[src/tbsp_cfg.svh]
// Purpose: Constants of the 10 Mb/s transceiver controller-side serial port.
// Assumes: i_clk at 250 MHz; all times below are in ns unless named otherwise.
// Notes:   Cycle counts derive from the times and the clock period.
`ifndef TBSP_CFG_SVH
`define TBSP_CFG_SVH

`define TBSP_CLK_NS          4
`define TBSP_BIT_NS          100
`define TBSP_MIN_PULSE_NS    40
`define TBSP_MID_NS          75
`define TBSP_IDLE_NS         200
`define TBSP_COL_HOLD_NS     200
`define TBSP_SQE_DELAY_NS    1000
`define TBSP_SQE_LEN_NS      1000
`define TBSP_JABBER_MS       20

// The least pulse width rounds up; all other times, the mid-cell time among them, round down
`define TBSP_BIT_CYC         (`TBSP_BIT_NS / `TBSP_CLK_NS)
`define TBSP_HALF_CYC        (`TBSP_BIT_CYC / 2)
`define TBSP_MIN_CYC         ((`TBSP_MIN_PULSE_NS + `TBSP_CLK_NS - 1) / `TBSP_CLK_NS)
`define TBSP_MID_CYC         (`TBSP_MID_NS / `TBSP_CLK_NS)
`define TBSP_IDLE_CYC        (`TBSP_IDLE_NS / `TBSP_CLK_NS)
`define TBSP_COL_HOLD_CYC    (`TBSP_COL_HOLD_NS / `TBSP_CLK_NS)
`define TBSP_SQE_DELAY_CYC   (`TBSP_SQE_DELAY_NS / `TBSP_CLK_NS)
`define TBSP_SQE_LEN_CYC     (`TBSP_SQE_LEN_NS / `TBSP_CLK_NS)
`define TBSP_JABBER_CYC      ((`TBSP_JABBER_MS * 1000000) / `TBSP_CLK_NS)

`define TBSP_CNT_W           9
`define TBSP_JAB_W           23
`define TBSP_SQ_LAST         2'h2
`define TBSP_RX_FIFO_W       1
`define TBSP_RX_FIFO_D       16

// Line pair bit positions and idle levels
`define TBSP_PAIR_POS        1
`define TBSP_PAIR_NEG        0
`define TBSP_PAIR_IDLE_HIGH  2'h3
`define TBSP_PAIR_QUIET      2'h0

`endif

[src/tbsp_pkg.sv]
// Purpose: Types of the transceiver serial port.
// Assumes: One-hot state codes.
// Notes:   Constants live in tbsp_cfg.svh.
package tbsp_pkg;

  typedef enum logic [2:0] {
    TBSP_TX_IDLE   = 3'h1,
    TBSP_TX_FIRST  = 3'h2,
    TBSP_TX_SECOND = 3'h4
  } tbsp_tx_state_t;

  typedef enum logic [2:0] {
    TBSP_RX_IDLE = 3'h1,
    TBSP_RX_QUAL = 3'h2,
    TBSP_RX_DATA = 3'h4
  } tbsp_rx_state_t;

endpackage

[src/tbsp_fifo.sv]
// Purpose: Elastic FIFO between receive decoder and recovered clock.
// Assumes: DEPTH is a power of two.
// Notes:   Read data come from a register; one word of extra latency.
module tbsp_fifo #(
  parameter int WIDTH = 1,
  parameter int DEPTH = 16
) (
  // Clock and reset
  input  wire logic             i_clk,
  input  wire logic             i_rst,
  // Fill side
  input  wire logic             i_valid,
  input  wire logic [WIDTH-1:0] i_data,
  output logic                  o_ready,
  // Drain side
  input  wire logic             i_ready,
  output logic                  o_valid,
  output logic      [WIDTH-1:0] o_data
);

  localparam int AW = $clog2(DEPTH);

  logic [WIDTH-1:0] mem [DEPTH];
  logic [AW-1:0]    wr_ptr;
  logic [AW-1:0]    rd_ptr;
  logic [AW:0]      count;
  logic [AW:0]      next_count;

  wire push = i_valid & o_ready;
  wire load = (count != '0) & (~o_valid | i_ready);

  assign o_ready    = count != (AW+1)'(DEPTH);
  assign next_count = count + {{AW{1'b0}}, push} - {{AW{1'b0}}, load};

  always_ff @(posedge i_clk) begin
    if (push) begin
      mem[wr_ptr] <= i_data;
    end
  end

  always_ff @(posedge i_clk) begin
    if (i_rst) begin
      wr_ptr <= '0;
      rd_ptr <= '0;
      count  <= '0;
    end else begin
      wr_ptr <= push ? wr_ptr + AW'(1) : wr_ptr;
      rd_ptr <= load ? rd_ptr + AW'(1) : rd_ptr;
      count  <= next_count;
    end
  end

  always_ff @(posedge i_clk) begin
    if (i_rst) begin
      o_valid <= 1'b0;
      o_data  <= '0;
    end else if (load) begin
      o_valid <= 1'b1;
      o_data  <= mem[rd_ptr];
    end else if (i_ready) begin
      o_valid <= 1'b0;
    end
  end

endmodule

[src/tbsp_port.sv]
// Purpose: Controller-side serial port of a 10 Mb/s transceiver.
// Assumes: Line comparator results arrive as synchronous logic levels.
// Notes:   Pairs carry {positive, negative}; outputs float via o_ctrl_oe.
`include "tbsp_cfg.svh"

module tbsp_port #(
  parameter int unsigned JABBER_CYC = `TBSP_JABBER_CYC
) (
  // Clock and reset
  input  wire logic       i_clk,
  input  wire logic       i_rst,
  // Oscillator, 20 MHz, sampled
  input  wire logic       i_osc,
  // Mode selection
  input  wire logic       i_standby,
  input  wire logic       i_aui_select,
  input  wire logic       i_auto_select,
  input  wire logic       i_heartbeat_enable,
  // Controller interface
  input  wire logic       i_transmit_data,
  input  wire logic       i_transmit_enable,
  output logic            o_transmit_clock,
  output logic            o_receive_clock,
  output logic            o_receive_data,
  output logic            o_receive_activity,
  output logic            o_collision_indicator,
  output logic            o_ctrl_oe,
  output logic            o_transmit_enable_pulldown,
  // AUI line side
  input  wire logic [1:0] i_aui_receive_pair,
  input  wire logic       i_aui_rx_carrier,
  input  wire logic [1:0] i_aui_collision_pair,
  input  wire logic       i_aui_col_threshold,
  output logic      [1:0] o_aui_transmit_pair,
  // Twisted pair line side
  input  wire logic [1:0] i_twisted_receive_pair,
  input  wire logic       i_tp_rx_threshold,
  output logic      [1:0] o_twisted_transmit_pair
);

  localparam logic [8:0] BIT_CYC   = 9'(`TBSP_BIT_CYC);
  localparam logic [8:0] HALF_CYC  = 9'(`TBSP_HALF_CYC);
  localparam logic [8:0] MIN_CYC   = 9'(`TBSP_MIN_CYC);
  localparam logic [8:0] MID_CYC   = 9'(`TBSP_MID_CYC);
  localparam logic [8:0] IDLE_CYC  = 9'(`TBSP_IDLE_CYC);
  localparam logic [8:0] HOLD_CYC  = 9'(`TBSP_COL_HOLD_CYC);
  localparam logic [8:0] SQE_LEN   = 9'(`TBSP_SQE_LEN_CYC);
  localparam logic [8:0] SQE_TOTAL = 9'(`TBSP_SQE_DELAY_CYC + `TBSP_SQE_LEN_CYC);
  localparam logic [8:0] CNT_MAX   = '1;
  localparam logic [22:0] JAB_LAST = 23'(JABBER_CYC - 1);

  function automatic logic pair_level(input logic [1:0] pair);
    pair_level = pair[`TBSP_PAIR_POS] & ~pair[`TBSP_PAIR_NEG];
  endfunction

  function automatic logic [8:0] sat_inc(input logic [8:0] v);
    sat_inc = (v == CNT_MAX) ? v : v + 9'h001;
  endfunction

  function automatic logic [8:0] dec_floor(input logic [8:0] v);
    dec_floor = (v == 9'h000) ? v : v - 9'h001;
  endfunction

  ////////////////////////////////////////////////////////////////////////////
  // Transmit clock and encoder

  tbsp_pkg::tbsp_tx_state_t enc_state;
  tbsp_pkg::tbsp_tx_state_t next_enc_state;
  logic        osc_q;
  logic        armed;
  logic        jabbered;
  logic        bit_hold;
  logic        sym;
  logic [22:0] jab_cnt;

  wire osc_rise  = i_osc & ~osc_q;
  wire tx_rise   = osc_rise & ~o_transmit_clock;
  wire tx_mid    = osc_rise & o_transmit_clock;
  wire en_s      = i_transmit_enable & ~i_standby;
  wire tx_active = enc_state != tbsp_pkg::TBSP_TX_IDLE;
  wire jab_hit   = tx_active & ~i_aui_select & (jab_cnt == JAB_LAST);
  wire tx_start  = tx_rise & en_s & armed & ~jabbered & ~jab_hit;

  always_comb begin
    next_enc_state = enc_state;
    unique case (enc_state)
      tbsp_pkg::TBSP_TX_IDLE: begin
        if (tx_start) begin
          next_enc_state = tbsp_pkg::TBSP_TX_FIRST;
        end
      end
      tbsp_pkg::TBSP_TX_FIRST: begin
        if (jab_hit) begin
          next_enc_state = tbsp_pkg::TBSP_TX_IDLE;
        end else if (tx_mid) begin
          next_enc_state = tbsp_pkg::TBSP_TX_SECOND;
        end
      end
      tbsp_pkg::TBSP_TX_SECOND: begin
        if (jab_hit || tx_rise) begin
          next_enc_state = tx_start ? tbsp_pkg::TBSP_TX_FIRST : tbsp_pkg::TBSP_TX_IDLE;
        end
      end
    endcase
  end

  // Transmit clock toggles on each oscillator rise
  always_ff @(posedge i_clk) begin
    if (i_rst) begin
      osc_q            <= 1'b0;
      o_transmit_clock <= 1'b0;
    end else begin
      osc_q            <= i_osc;
      o_transmit_clock <= osc_rise ? ~o_transmit_clock : o_transmit_clock;
    end
  end

  // Enable is sampled only on the transmit clock rise
  always_ff @(posedge i_clk) begin
    if (i_rst) begin
      armed <= 1'b0;
    end else if (tx_rise && !en_s) begin
      armed <= 1'b1;
    end
  end

  always_ff @(posedge i_clk) begin
    if (i_rst) begin
      enc_state <= tbsp_pkg::TBSP_TX_IDLE;
      bit_hold  <= 1'b0;
      sym       <= 1'b0;
    end else begin
      enc_state <= next_enc_state;
      if (tx_start) begin
        bit_hold <= i_transmit_data;
        sym      <= ~i_transmit_data;
      end else if (tx_mid && enc_state == tbsp_pkg::TBSP_TX_FIRST) begin
        sym <= bit_hold;
      end
    end
  end

  // Jabber stops a twisted pair frame that runs too long until enable drops; AUI frames are not timed
  always_ff @(posedge i_clk) begin
    if (i_rst) begin
      jab_cnt  <= '0;
      jabbered <= 1'b0;
    end else begin
      jab_cnt <= tx_active ? jab_cnt + 23'h000001 : '0;
      if (jab_hit) begin
        jabbered <= 1'b1;
      end else if (tx_rise && !en_s) begin
        jabbered <= 1'b0;
      end
    end
  end

  ////////////////////////////////////////////////////////////////////////////
  // Heartbeat after each frame on the twisted pair

  logic       tx_active_q;
  logic [8:0] sqe_cnt;

  wire tx_end = tx_active_q & ~tx_active;
  wire sqe_on = (sqe_cnt != 9'h000) & (sqe_cnt <= SQE_LEN);

  always_ff @(posedge i_clk) begin
    if (i_rst) begin
      tx_active_q <= 1'b0;
      sqe_cnt     <= '0;
    end else begin
      tx_active_q <= tx_active;
      sqe_cnt     <= (tx_end && i_heartbeat_enable && !i_aui_select) ? SQE_TOTAL
                                                                     : dec_floor(sqe_cnt);
    end
  end

  ////////////////////////////////////////////////////////////////////////////
  // Receive qualification and decoding

  tbsp_pkg::tbsp_rx_state_t dec_state;
  tbsp_pkg::tbsp_rx_state_t next_dec_state;
  logic       line_q;
  logic [8:0] wcnt;
  logic [8:0] mcnt;
  logic [1:0] pulses;
  logic       rx_room;

  wire [1:0] rx_pair    = i_aui_select ? i_aui_receive_pair : i_twisted_receive_pair;
  wire       rx_line    = pair_level(rx_pair);
  wire       rx_thr     = i_aui_select ? i_aui_rx_carrier : i_tp_rx_threshold;
  wire       rx_edge    = rx_line ^ line_q;
  wire       long_pulse = wcnt >= MIN_CYC;
  wire       rx_quiet   = wcnt >= IDLE_CYC;
  wire       mid_edge   = rx_edge & (mcnt >= MID_CYC);
  wire       rx_carrier = dec_state == tbsp_pkg::TBSP_RX_DATA;
  wire       rx_push    = rx_carrier & mid_edge & rx_room;
  wire       rx_enter   = ~rx_carrier & (next_dec_state == tbsp_pkg::TBSP_RX_DATA);

  // Noise and short pulses never reach the data state; pulse width is not checked once in it
  always_comb begin
    next_dec_state = dec_state;
    unique case (dec_state)
      tbsp_pkg::TBSP_RX_IDLE: begin
        if (rx_edge && rx_thr && !i_standby) begin
          next_dec_state = tbsp_pkg::TBSP_RX_QUAL;
        end
      end
      tbsp_pkg::TBSP_RX_QUAL: begin
        if (i_standby || rx_quiet || !rx_thr || (rx_edge && !long_pulse)) begin
          next_dec_state = tbsp_pkg::TBSP_RX_IDLE;
        end else if (rx_edge && pulses == `TBSP_SQ_LAST) begin
          next_dec_state = tbsp_pkg::TBSP_RX_DATA;
        end
      end
      tbsp_pkg::TBSP_RX_DATA: begin
        if (i_standby || rx_quiet || !rx_thr) begin
          next_dec_state = tbsp_pkg::TBSP_RX_IDLE;
        end
      end
    endcase
  end

  always_ff @(posedge i_clk) begin
    if (i_rst) begin
      dec_state <= tbsp_pkg::TBSP_RX_IDLE;
      line_q    <= 1'b0;
      wcnt      <= '0;
      mcnt      <= '0;
      pulses    <= '0;
    end else begin
      dec_state <= next_dec_state;
      line_q    <= rx_line;
      wcnt      <= rx_edge ? 9'h000 : sat_inc(wcnt);
      mcnt      <= (mid_edge || rx_enter) ? 9'h000 : sat_inc(mcnt);
      if (dec_state != tbsp_pkg::TBSP_RX_QUAL) begin
        pulses <= '0;
      end else if (rx_edge && long_pulse) begin
        pulses <= pulses + 2'h1;
      end
    end
  end

  ////////////////////////////////////////////////////////////////////////////
  // Elastic buffer and recovered clock

  logic       fifo_valid;
  logic [0:0] fifo_data;
  logic [8:0] rcnt;

  wire rx_tick = rcnt == 9'h000;

  tbsp_fifo #(
    .WIDTH (`TBSP_RX_FIFO_W),
    .DEPTH (`TBSP_RX_FIFO_D)
  ) u_rx_fifo (
    .i_clk   (i_clk),
    .i_rst   (i_rst),
    .i_valid (rx_push),
    .i_data  (rx_line),
    .o_ready (rx_room),
    .i_ready (rx_tick),
    .o_valid (fifo_valid),
    .o_data  (fifo_data)
  );

  // Data and activity change only at the recovered clock fall
  always_ff @(posedge i_clk) begin
    if (i_rst) begin
      rcnt               <= '0;
      o_receive_clock    <= 1'b0;
      o_receive_data     <= 1'b0;
      o_receive_activity <= 1'b0;
    end else begin
      rcnt <= rx_tick ? BIT_CYC - 9'h001 : rcnt - 9'h001;
      if (rx_tick) begin
        o_receive_clock    <= 1'b0;
        o_receive_activity <= fifo_valid;
        o_receive_data     <= fifo_valid ? fifo_data[0] : o_receive_data;
      end else if (rcnt == HALF_CYC) begin
        o_receive_clock <= 1'b1;
      end
    end
  end

  ////////////////////////////////////////////////////////////////////////////
  // Collision

  logic       col_q;
  logic [8:0] cwcnt;
  logic [8:0] chold;

  // The collision pair only feeds this qualifier
  wire col_line  = pair_level(i_aui_collision_pair);
  wire col_edge  = col_line ^ col_q;
  wire col_pulse = col_edge & (cwcnt >= MIN_CYC) & i_aui_col_threshold;
  wire aui_col   = chold != 9'h000;
  wire tp_col    = (tx_active & rx_carrier) | sqe_on | jabbered;
  wire next_col  = ~i_standby & (i_aui_select ? aui_col : tp_col);

  always_ff @(posedge i_clk) begin
    if (i_rst) begin
      col_q <= 1'b0;
      cwcnt <= '0;
      chold <= '0;
    end else begin
      col_q <= col_line;
      cwcnt <= col_edge ? 9'h000 : sat_inc(cwcnt);
      chold <= col_pulse ? HOLD_CYC : dec_floor(chold);
    end
  end

  ////////////////////////////////////////////////////////////////////////////
  // Line outputs and pin control

  logic [1:0] sym_pair;

  assign sym_pair[`TBSP_PAIR_POS] = sym;
  assign sym_pair[`TBSP_PAIR_NEG] = ~sym;

  wire       aui_on       = ~i_standby & i_aui_select;
  wire       tp_on        = ~i_standby & (~i_aui_select | i_auto_select);
  wire [1:0] next_aui_out = ~aui_on ? `TBSP_PAIR_IDLE_HIGH
                          : tx_active ? sym_pair : `TBSP_PAIR_QUIET;
  wire [1:0] next_tp_out  = ~tp_on ? `TBSP_PAIR_IDLE_HIGH
                          : (tx_active & ~i_aui_select) ? sym_pair : `TBSP_PAIR_QUIET;

  always_ff @(posedge i_clk) begin
    if (i_rst) begin
      o_aui_transmit_pair        <= `TBSP_PAIR_IDLE_HIGH;
      o_twisted_transmit_pair    <= `TBSP_PAIR_IDLE_HIGH;
      o_collision_indicator      <= 1'b0;
      o_ctrl_oe                  <= 1'b0;
      o_transmit_enable_pulldown <= 1'b0;
    end else begin
      o_aui_transmit_pair        <= next_aui_out;
      o_twisted_transmit_pair    <= next_tp_out;
      o_collision_indicator      <= next_col;
      o_ctrl_oe                  <= ~i_standby;
      o_transmit_enable_pulldown <= ~i_standby;
    end
  end
endmodule

[config.mk]
export PLATFORM = sky130hd
export DESIGN_NAME = tbsp_port
export DESIGN_NICKNAME = d
export VERILOG_FILES = /design/src/tbsp_pkg.sv /design/src/tbsp_fifo.sv /design/src/tbsp_port.sv
export VERILOG_INCLUDE_DIRS = /design/src
export SDC_FILE = /design/constraint.sdc
export NUM_CORES = 1
export LEC_CHECK = 0
export BUFFER_PORTS_ARGS = -buffer_cell sky130_fd_sc_hd__buf_4
export CAP_MARGIN = 5
export CORE_AREA = 2 2 164 166
export CTS_CLUSTER_DIAMETER = 150
export DETAILED_ROUTE_END_ITERATION = 16
export DIE_AREA = 0 0 166 168
export PLACE_DENSITY = 0.49
export RECOVER_POWER = 50
export SLEW_MARGIN = 20
export SYNTH_ARGS = -nofsm -noshare
export SYNTH_HDL_FRONTEND = slang
export SYNTH_HIERARCHICAL = 1
export SYNTH_SLANG_ARGS = --single-unit
[constraint.sdc]
create_clock -name i_clk -period 8.6 [get_ports i_clk]
set_input_delay 1.72 -clock i_clk [delete_from_list [all_inputs] [get_ports i_clk]]
set_output_delay 1.72 -clock i_clk [all_outputs]
set_load 0.005 [all_outputs]
==> results of run 1 <==
==> worst min path at each step <==
stage	endpoint	slack (ps)	cells after the start
6_report	jab_cnt[0]	440	1
3_3_place_gp	jab_cnt[0]	430	1
5_1_grt	jab_cnt[0]	470	1
3_5_place_dp	jab_cnt[0]	430	1
4_1_cts	jab_cnt[0]	440	1
2_1_floorplan	jab_cnt[0]	410	1
==> power by group through the flow <==
stage | Clock, mW | Sequential (mW) | Combinational, mW
2_1_floorplan | 0 | 0.782 | 0.440
3_3_place_gp | 0 | 0.809 | 0.505
3_5_place_dp | 0 | 0.809 | 0.509
4_1_cts | 0.732 | 0.796 | 0.513
5_1_grt | 0.761 | 0.809 | 0.579
6_report | 0.708 | 0.795 | 0.501
==> cell usage after synthesis (6+ instances only) <==
cell type / count
nand4_1: 10
nand2_1: 43
a31oi_1: 6
or3_1: 10
and3_1: 9
xnor2_1: 35
nor3_1: 32
mux2i_1: 10
edfxtp_1: 16
inv_1: 31
nand2b_1: 10
nor4_1: 12
dfxtp_1: 118
nand3_1: 26
nor2_1: 115
xor2_1: 27
nor2b_1: 10
clkbuf_1: 14
o21ai_0: 16
ha_1: 27
a21oi_1: 31
==> metrics by stage <==
stage / setup WS, ps / cells / power [mW] / utilization, %
floorplan: 4120 / 703 / 1.22 / -
global placement: 3830 / 1048 / 1.31 / 26.3
detailed placement: 3760 / 1048 / 1.32 / 26.3
CTS: 4180 / 1080 / 2.04 / 28.4
global route: 3540 / 1080 / 2.15 / 28.4
finish: 3900 / 1080 / 2.00 / 28.4
==> cells by family (layout without fill, tap and decap cells) <==
kind of cell,Yosys count,after routing,share of synthesized area [%]
fa+ha+maj,28,28,5.58
buf+inv,56,92,3.83
flops,134,134,44.4
compound gates,86,86,8.82
simple gates,324,324,26.5
mux,13,13,2.44
xor+xnor,62,62,8.47
==> layout make-up <==
cell class / instances / area (um2)
multi-input combinational: 513 / 3310
clock buffer: 20 / 458
inverter: 32 / 120
sequential: 134 / 2840
fill: 2763 / 18900
timing repair buffer: 28 / 203
tap: 341 / 427
clock inverter: 12 / 118
==> state kept, by name, indices dropped and copies added, names as in the netlist, 2 cells and up <==
signal	flops
chold	9
cwcnt	9
dec_state	3
enc_state	3
jab_cnt	23
mcnt	9
o_aui_transmit_pair	2
o_twisted_transmit_pair	2
pulses	2
rcnt	9
sqe_cnt	9
u_rx_fifo/count	5
u_rx_fifo/mem	16
u_rx_fifo/rd_ptr	4
u_rx_fifo/wr_ptr	4
wcnt	9
==> metal layers <==
layer	GRT usage [%]	part of all wire (%)	vias up
met3	2.42	2.5	13
met4	3.52	1.4	0
met2	16.4	48	47
met1	11.9	49	2231
li1	-	-	2495
met5	0	0	-
==> impl_metrics.py, run 1 <==
metrics = {
    "drt": {
        "remaining_drc_errors": 0,
        "initialDrtViolationCount": 208,
        "dr.pass1.iters": 6,
        "detail-route-antenna-nets": 0,
        "wl_mm": 13.1,
        "drt-vias-per-instance": 4.43,
        "num_vias": 4786,
        "wire_per_inst_um": 12.1,
    },
    "setup_path": {
        "r2r_end": "u_rx_fifo/count[4]",
        "reg2reg_depth": 15,
        "cp_num_buf_inv": 4,
        "rrSetupSlack_ps": 5250,
        "path_max_fanout": 11,
        "critPathTopFamily": "simple AND/OR/NAND/NOR gates",
        "cp-start-kind": "input port",
        "cp_cell_sequence": "clkbuf_1, nor3b_1, nor3_1, nor2_1, and4_1, and2_1, inv_2, ha_1, inv_1, ha_1, inv_1, fa_1, nor2b_1, o21bai_1, a21oi_1, nor3b_1",
        "endpoint": "u_rx_fifo/count[4]",
        "critical-path-max-stage-delay_ps": 490,
        "worst_setup_path_end_kind": "flop",
        "path_class": "in -> reg",
        "cp_slowest_cell": "nor3b_1",
        "crit_start": "i_aui_select",
        "cp.depth": 16,
        "cp_data_required_time_ps": 8790,
        "arrival_ps": 4890,
        "r2r_start": "rcnt[7]",
    },
    "clock_tree": {
        "clk_latency_ps": 410,
        "clock-sinks": 134,
        "post_cts_buffers": 0,
        "root_buffer": "clkbuf_16",
        "clkTransAtPathRegs_ps": 60,
        "clockBufferDepth": 2,
        "cts-buffers-inserted": 17,
        "cts-resized-gates": 0,
        "cts_tree": "done",
        "cts_hold_buf": 0,
        "htree_levels": 4,
    },
    "sta": {
        "rsz0062_at_grt": "false",
        "setup_viol": 0,
        "setup_tns_ps": 0,
        "hold_slack_ps": 445,
        "min_period_ps": 4700,
        "clock_skew_ps": 9.03,
        "fin_crit_sh_pct": 54.6,
        "finalHoldViolations": 0,
        "maxSlewViolCount": 56,
        "worstMarginPinSlew_ps": 2500,
        "max_freq_ghz": 0.213,
        "slew_headroom_pct": -66.8,
    },
    "floorplan": {
        "fp-row-count": 60,
        "pin_count": 29,
        "fp.dieW_um": 166,
        "start_util_pct": 24.3,
        "core-area_um2": 26400,
        "die_y_um": 168,
        "die_area_um2": 27900,
    },
    "hold_path": {
        "min_from": "jab_cnt[0]",
        "min-delay-path-class": "reg -> reg",
    },
    "logic_synthesis": {
        "yosysSeqAreaShare_pct": 44.4,
        "synth-async-reset-ratio_pct": 0,
        "synth_top_area_share_pct": 36.9,
        "synth_top_area_cell": "dfxtp_1",
        "yosys_warnings": 6,
        "netlist_instances": 703,
        "synth-edff-count": 16,
        "synth_fp_nets": 749,
        "syn_area_um2": 6410,
        "avgSynthCellArea_um2": 9.12,
        "synthTopCellsByArea": "dfxtp_1 37%, edfxtp_1 7.5%, nor2_1 6.7%",
        "ys.flop_type": "dfxtp_1",
        "yosysUniqueCellTypes": 68,
        "ys_ff_latch": 134,
    },
    "placement": {
        "dp_hpwl_mm": 9.09,
        "postPlaceCellArea_um2": 6920,
        "gp_congestion": 0.721,
        "port_buffers": 28,
    },
    "run": {
        "maxCapViolations": 1,
    },
    "power": {
        "power_frac_seq_pct": 39.7,
        "internal_power_mw": 1.38,
        "combPwrFrac_pct": 25.0,
        "clockPowerShare_pct": 35.3,
        "netSwitchingPower_mw": 0.627,
        "power_density_nw_per_um2": 268,
        "swShare_pct": 31.3,
        "ir_worst_vdd_mv": 0.148,
        "power.leakage_nw": 2.70,
    },
    "finish": {
        "num_antenna_cells": 0,
        "area_growth_pct": 16.8,
        "final_cell_mix": "118 x dfxtp_1, 115 x nor2_1, 43 x nand2_1",
        "drive_gt1_share_pct": 10.8,
        "nets": 772,
        "design_area_um2": 7480,
        "final_common_cell": "dfxtp_1",
    },
    "outcome": {
        "violations": "capacitance limit, slew limit",
        "outcome": "finished with violations",
    },
    "global_route": {
        "grt_max_degree": 56,
        "antenna_found_initial": 0,
        "grt_usage_pct": 9.66,
        "grt_pass1_vias": 4609,
        "grt_pass1_wl_mm": 22.3,
        "grt_overflow": 0,
    },
}
Power figures use the tool's default switching activity.
==> run 2: changes to the inputs <==
Settings changed: ABC_AREA set to 1, CORE_AREA 2 2 164 166 to 2 2 167 169, DIE_AREA 0 0 166 168 to 0 0 169 171, PLACE_DENSITY 0.49 to 0.5.
Clock period 8.6 ns to 3.8 ns, I/O delays scaled along.
==> impl_metrics.py, run 2 <==
metrics = {
    "outcome": {
        "outcome": "finished with violations",
        "violations": "capacitance limit, slew limit",
    },
    "logic_synthesis": {
        "synth_top_area_cell": "dfxtp_1",
        "synth-simple-area-share_pct": 30.9,
        "yosysSeqAreaShare_pct": 42.4,
        "yosys_warnings": 6,
        "synth_fa_ha_area_share_pct": 5.34,
        "synth_top_family_by_area": "simple AND/OR/NAND/NOR gates",
        "yosysMostFrequentCell": "nand2_1",
        "syn_area_um2": 6700,
        "synth-edff-count": 16,
        "avgSynthCellArea_um2": 7.46,
        "netlist_instances": 898,
        "synthTopCellsByArea": "dfxtp_1 35%, nand2_1 9.2%, nor2_1 8.3%",
        "synth-async-reset-ratio_pct": 0,
        "yosysUniqueCellTypes": 48,
        "synthMuxAreaShare_pct": 0.149,
        "synth_fp_nets": 944,
        "synth_compound_area_share_pct": 9.45,
        "ys_ff_latch": 134,
        "ys.flop_type": "dfxtp_1",
        "synth_top_area_share_pct": 35.3,
        "yosys.area_share.xor_xnor_pct": 3.40,
        "yosys-top-cells-count": "165 x nand2_1, 148 x nor2_1, 127 x inv_1, 118 x dfxtp_1, 59 x a21oi_1",
    },
    "sta": {
        "min_period_ps": 3120,
        "max_freq_ghz": 0.321,
        "finalHoldViolations": 0,
        "setup_tns_ps": 0,
        "rsz0062_at_grt": "false",
        "hold_slack_ps": 413,
        "fin_crit_sh_pct": 82.1,
        "worst_slack_ps": 680,
        "maxSlewViolCount": 34,
        "worstMarginPinSlew_ps": 1600,
        "clock_skew_ps": 11.3,
        "setup_viol": 0,
        "slew_headroom_pct": -6.66,
    },
    "finish": {
        "final_common_cell": "nand2_1",
        "design_area_um2": 7880,
        "largest_reg_flops": 23,
        "top_register": "jab_cnt",
        "layout_top_registers": "jab_cnt: 23 flops, u_rx_fifo/mem: 16 flops",
        "drive_gt1_share_pct": 10.9,
        "stdcell_count": 1297,
        "area_growth_pct": 17.6,
        "seq_area_um2": 2840,
        "num_antenna_cells": 0,
        "multi_input_area_um2": 3300,
        "fin_util_pct": 28.8,
        "final_cell_mix": "166 x nand2_1, 148 x nor2_1, 127 x inv_1",
        "nets": 984,
        "fill_cells": 3000,
    },
    "global_route": {
        "grt_max_degree": 34,
        "antenna_found_initial": 0,
        "grt_usage_pct": 10.3,
        "grt_pass1_wl_mm": 24.2,
        "grt_pass1_vias": 5127,
        "grt_overflow": 0,
    },
    "setup_path": {
        "path_max_fanout": 33,
        "cp-start-kind": "input port",
        "reg2reg_depth": 18,
        "worst_setup_path_end_kind": "flop",
        "path_class": "in -> reg",
        "cp_data_required_time_ps": 4100,
        "arrival_ps": 3420,
    },
    "floorplan": {
        "fp-row-count": 61,
        "fp.dieW_um": 169,
        "start_util_pct": 24.5,
        "die_y_um": 171,
        "core-area_um2": 27300,
        "pin_count": 29,
        "die_area_um2": 28900,
    },
    "power": {
        "total_power_mw": 4.76,
        "power_density_nw_per_um2": 604,
        "ir_worst_vdd_mv": 0.250,
        "power.leakage_nw": 3.18,
    },
    "run": {
        "maxCapViolations": 1,
    },
    "clock_tree": {
        "root_buffer": "clkbuf_16",
        "cts-resized-gates": 0,
        "cts_tree": "done",
        "cts-buffers-inserted": 17,
        "post_cts_buffers": 0,
        "clk_latency_ps": 420,
        "cts_hold_buf": 0,
        "htree_levels": 4,
        "clock-sinks": 134,
        "clkTransAtPathRegs_ps": 60,
        "clockBufferDepth": 2,
    },
    "drt": {
        "maxUsedRoutingLayer": "met4",
        "remaining_drc_errors": 0,
        "initialDrtViolationCount": 157,
        "wl_met3_um": 296,
        "num_vias": 5521,
        "route.met2.wl_mm": 6.44,
        "wl_mm": 14.1,
        "drt-vias-per-instance": 4.26,
        "dr.pass1.iters": 5,
        "detail-route-antenna-nets": 0,
        "wl_met1_mm": 7.18,
        "wire_per_inst_um": 10.9,
    },
    "placement": {
        "place_inst": 1265,
        "dp_hpwl_mm": 10.4,
        "postPlaceCellArea_um2": 7310,
        "port_buffers": 28,
        "pre_cts_ws_ps": 346,
        "gp_congestion": 0.809,
    },
    "hold_path": {
        "whs_path_depth": 1,
        "min-delay-path-class": "reg -> reg",
    },
}
==> run 2: cell count changes after synthesis, moves of 8 or more <==
cell      change
mux2i_1       -9
a21oi_1      +28
or3_1        -10
and3_1        -8
xnor2_1      -24
nor2_1       +33
xor2_1       -12
o21ai_0      +16
inv_1        +96
clkbuf_1     -11
nand3_1      +21
nand2b_1     -10
nand2_1     +122
nor2b_1      -10
==> run 2: worst max-delay path, cell delays in order <==
cell,delay [ps]
clkbuf_1,1130
inv_1,660
nand2_1,230
buf_4,270
inv_1,180
o21ai_0,110
a21oi_1,60
==> run 2: worst paths after layout <==
kind	from	endpoint	slack, ps
setup reg to reg	rcnt[0]	u_rx_fifo/count[4]	960
setup / recovery	i_rst	jab_cnt[3]	680
hold reg to reg	rcnt[0]	rcnt[0]	410
hold / removal	rcnt[0]	rcnt[0]	410
==> run 2: cell families after synthesis <==
group / Yosys count
muxes: 1
and+or+nand+nor: 451
xor gates and xnor gates: 26
DFF: 134
AOI/OAI and AO/OA: 115
adders and majority gates: 28
buffers and inverters: 143
==> run 2: routing by layer <==
metal / up-vias / track usage (%)
met5: - / 0
met4: 0 / 3.34
met2: 53 / 17.1
met1: 2477 / 13.5
li1: 2973 / -
met3: 18 / 2.17
==> run 2: cell type report <==
class                      instances  area share [%]
multi-input combinational        621            41.8
sequential                       134            36.1
inverter                         134            6.45
tap                              346            5.49
clock buffer                      17            5.40
timing repair buffer              30            2.62
clock inverter                    15            2.14
==> run 2: power by group <==
part           switching [mW]  total, mW  internal, mW
registers               0.165       1.80          1.64
logic                   0.790       1.28         0.493
clock network           0.690       1.67         0.982
total                    1.65       4.76          3.11
==> run 3: changes to the inputs <==
Settings changed: PLACE_DENSITY 0.5 to 0.49.
Clock period 3.8 ns to 3 ns, I/O delays scaled along.
==> impl_metrics.py, run 3 (synthesized netlist as in run 2, its figures left out) <==
metrics = {
    "outcome": {
        "outcome": "finished, final reports clean",
    },
    "drt": {
        "dr.pass1.iters": 9,
        "remaining_drc_errors": 0,
        "drt-vias-per-instance": 4.23,
        "initialDrtViolationCount": 238,
        "wire_per_inst_um": 11.0,
        "wl_mm": 14.4,
        "num_vias": 5520,
        "detail-route-antenna-nets": 0,
    },
    "setup_path": {
        "r2r_end": "u_rx_fifo/count[4]",
        "crit_start": "i_aui_receive_pair[0]",
        "endpoint": "u_rx_fifo/count[4]",
        "path_max_fanout": 4,
        "cp_data_required_time_ps": 3350,
        "arrival_ps": 3170,
        "cp-start-kind": "input port",
        "path_class": "in -> reg",
        "rrSetupSlack_ps": 230,
        "r2r_start": "rcnt[0]",
        "worst_setup_path_end_kind": "flop",
        "reg2reg_depth": 18,
    },
    "clock_tree": {
        "clkTransAtPathRegs_ps": 60,
        "cts_hold_buf": 0,
        "clock-sinks": 134,
        "cts_tree": "done",
        "clockBufferDepth": 2,
        "clk_latency_ps": 420,
        "htree_levels": 4,
        "root_buffer": "clkbuf_16",
        "cts-buffers-inserted": 17,
    },
    "global_route": {
        "grt_max_degree": 24,
        "grt_use_met1_pct": 13.8,
        "use_met2_pct": 16.7,
        "grt_usage_pct": 10.5,
        "grt_overflow": 0,
        "grt_pass1_vias": 5155,
        "antenna_found_initial": 0,
        "grt.busiest_layer": "met2",
        "use_met3_pct": 2.43,
        "grt_pass1_wl_mm": 24.4,
    },
    "sta": {
        "setup_viol": 0,
        "setup_tns_ps": 0,
        "worst_slack_ps": 177,
        "slew_headroom_pct": 24.7,
        "worstMarginPinSlew_ps": 1130,
        "min_period_ps": 2820,
        "maxSlewViolCount": 0,
        "clock_skew_ps": 11.2,
        "finalHoldViolations": 0,
        "hold_slack_ps": 386,
        "max_freq_ghz": 0.354,
        "fin_crit_sh_pct": 94.1,
    },
    "floorplan": {
        "fp-row-count": 61,
        "start_util_pct": 24.5,
        "die_y_um": 171,
        "die_area_um2": 28900,
        "pin_count": 29,
        "core-area_um2": 27300,
        "fp.dieW_um": 169,
    },
    "finish": {
        "seq_area_um2": 2840,
        "drive_gt1_share_pct": 11.2,
        "largest_reg_flops": 23,
        "nets": 993,
        "num_antenna_cells": 0,
        "final_common_cell": "nand2_1",
        "design_area_um2": 7850,
        "stdcell_count": 1305,
        "multi_input_area_um2": 3280,
        "fin_util_pct": 28.7,
        "fill_cells": 2979,
        "area_growth_pct": 17.2,
        "top_register": "jab_cnt",
        "layout_top_registers": "jab_cnt: 23 flops, u_rx_fifo/mem: 16 flops",
        "final_cell_mix": "164 x nand2_1, 149 x nor2_1, 127 x inv_1",
    },
    "hold_path": {
        "min-delay-path-class": "in -> reg",
        "min_from": "i_osc",
    },
    "power": {
        "ir_worst_vdd_mv": 0.299,
        "total_power_mw": 5.89,
        "power_density_nw_per_um2": 750,
        "power.leakage_nw": 3.15,
    },
    "placement": {
        "gp_congestion": 0.777,
        "port_buffers": 28,
        "postPlaceCellArea_um2": 7380,
        "pre_cts_ws_ps": -227,
        "place_inst": 1274,
        "dp_hpwl_mm": 10.6,
    },
    "run": {
        "maxCapViolations": 0,
    },
}
-- run 3: cell count changes in the layout (fill, tap and decap cells not counted), sizes merged --
cell      before  now
buf           16   22
clkinvlp       4    3
bufinv         2    0
clkbuf        31   36
-- run 3: final cells by class --
class | count | share of cell area, %
repair buffers | 39 | 3.30
inverters | 134 | 6.47
multi-input cells | 621 | 41.8
flip-flops and latches | 134 | 36.2
clock inverters | 12 | 1.21
well taps | 346 | 5.51
clock buffers | 19 | 5.51
-- run 3: worst max-delay path, stage by stage --
cell and delay, ps:
clkbuf_4 100, inv_1 40, nand3_1 180, nand2_4 150
inv_2 40, nand2_1 80, nand2_2 60, a21oi_1 150
and3_1 220, nand2_4 60, ha_1 280, inv_1 50
ha_1 150, inv_1 50, fa_1 410, o31ai_2 300
o21ai_0 110, a21oi_1 120
-- run 3: how the worst min path moves through the flow --
stage / to / cells after the start
3_5_place_dp: rcnt[0] / 1
4_1_cts: osc_q / 3
2_1_floorplan: rcnt[0] / 1
6_report: osc_q / 3
5_1_grt: osc_q / 3
3_3_place_gp: rcnt[0] / 1
-- run 3: what timing repair did --
| action | CTS | global route |
|---|---|---|
| buffers inserted | 0 | 0 |
| resized for setup | 0 | 3 |
| setup endpoints to repair | 0 | 1 |
-- run 3: per-layer routing --
metal,wire [um],vias up
li1,-,2991
met1,7300,2454
met2,6380,60
met3,429,15
met4,255,0
met5,0,-
-- run 3: power by group --
group / internal [mW] / leakage, nW / switching [mW]
registers: 2.07 / 1.10 / 0.215
clock network: 1.06 / 0.252 / 0.833
logic: 0.654 / 1.80 / 1.05
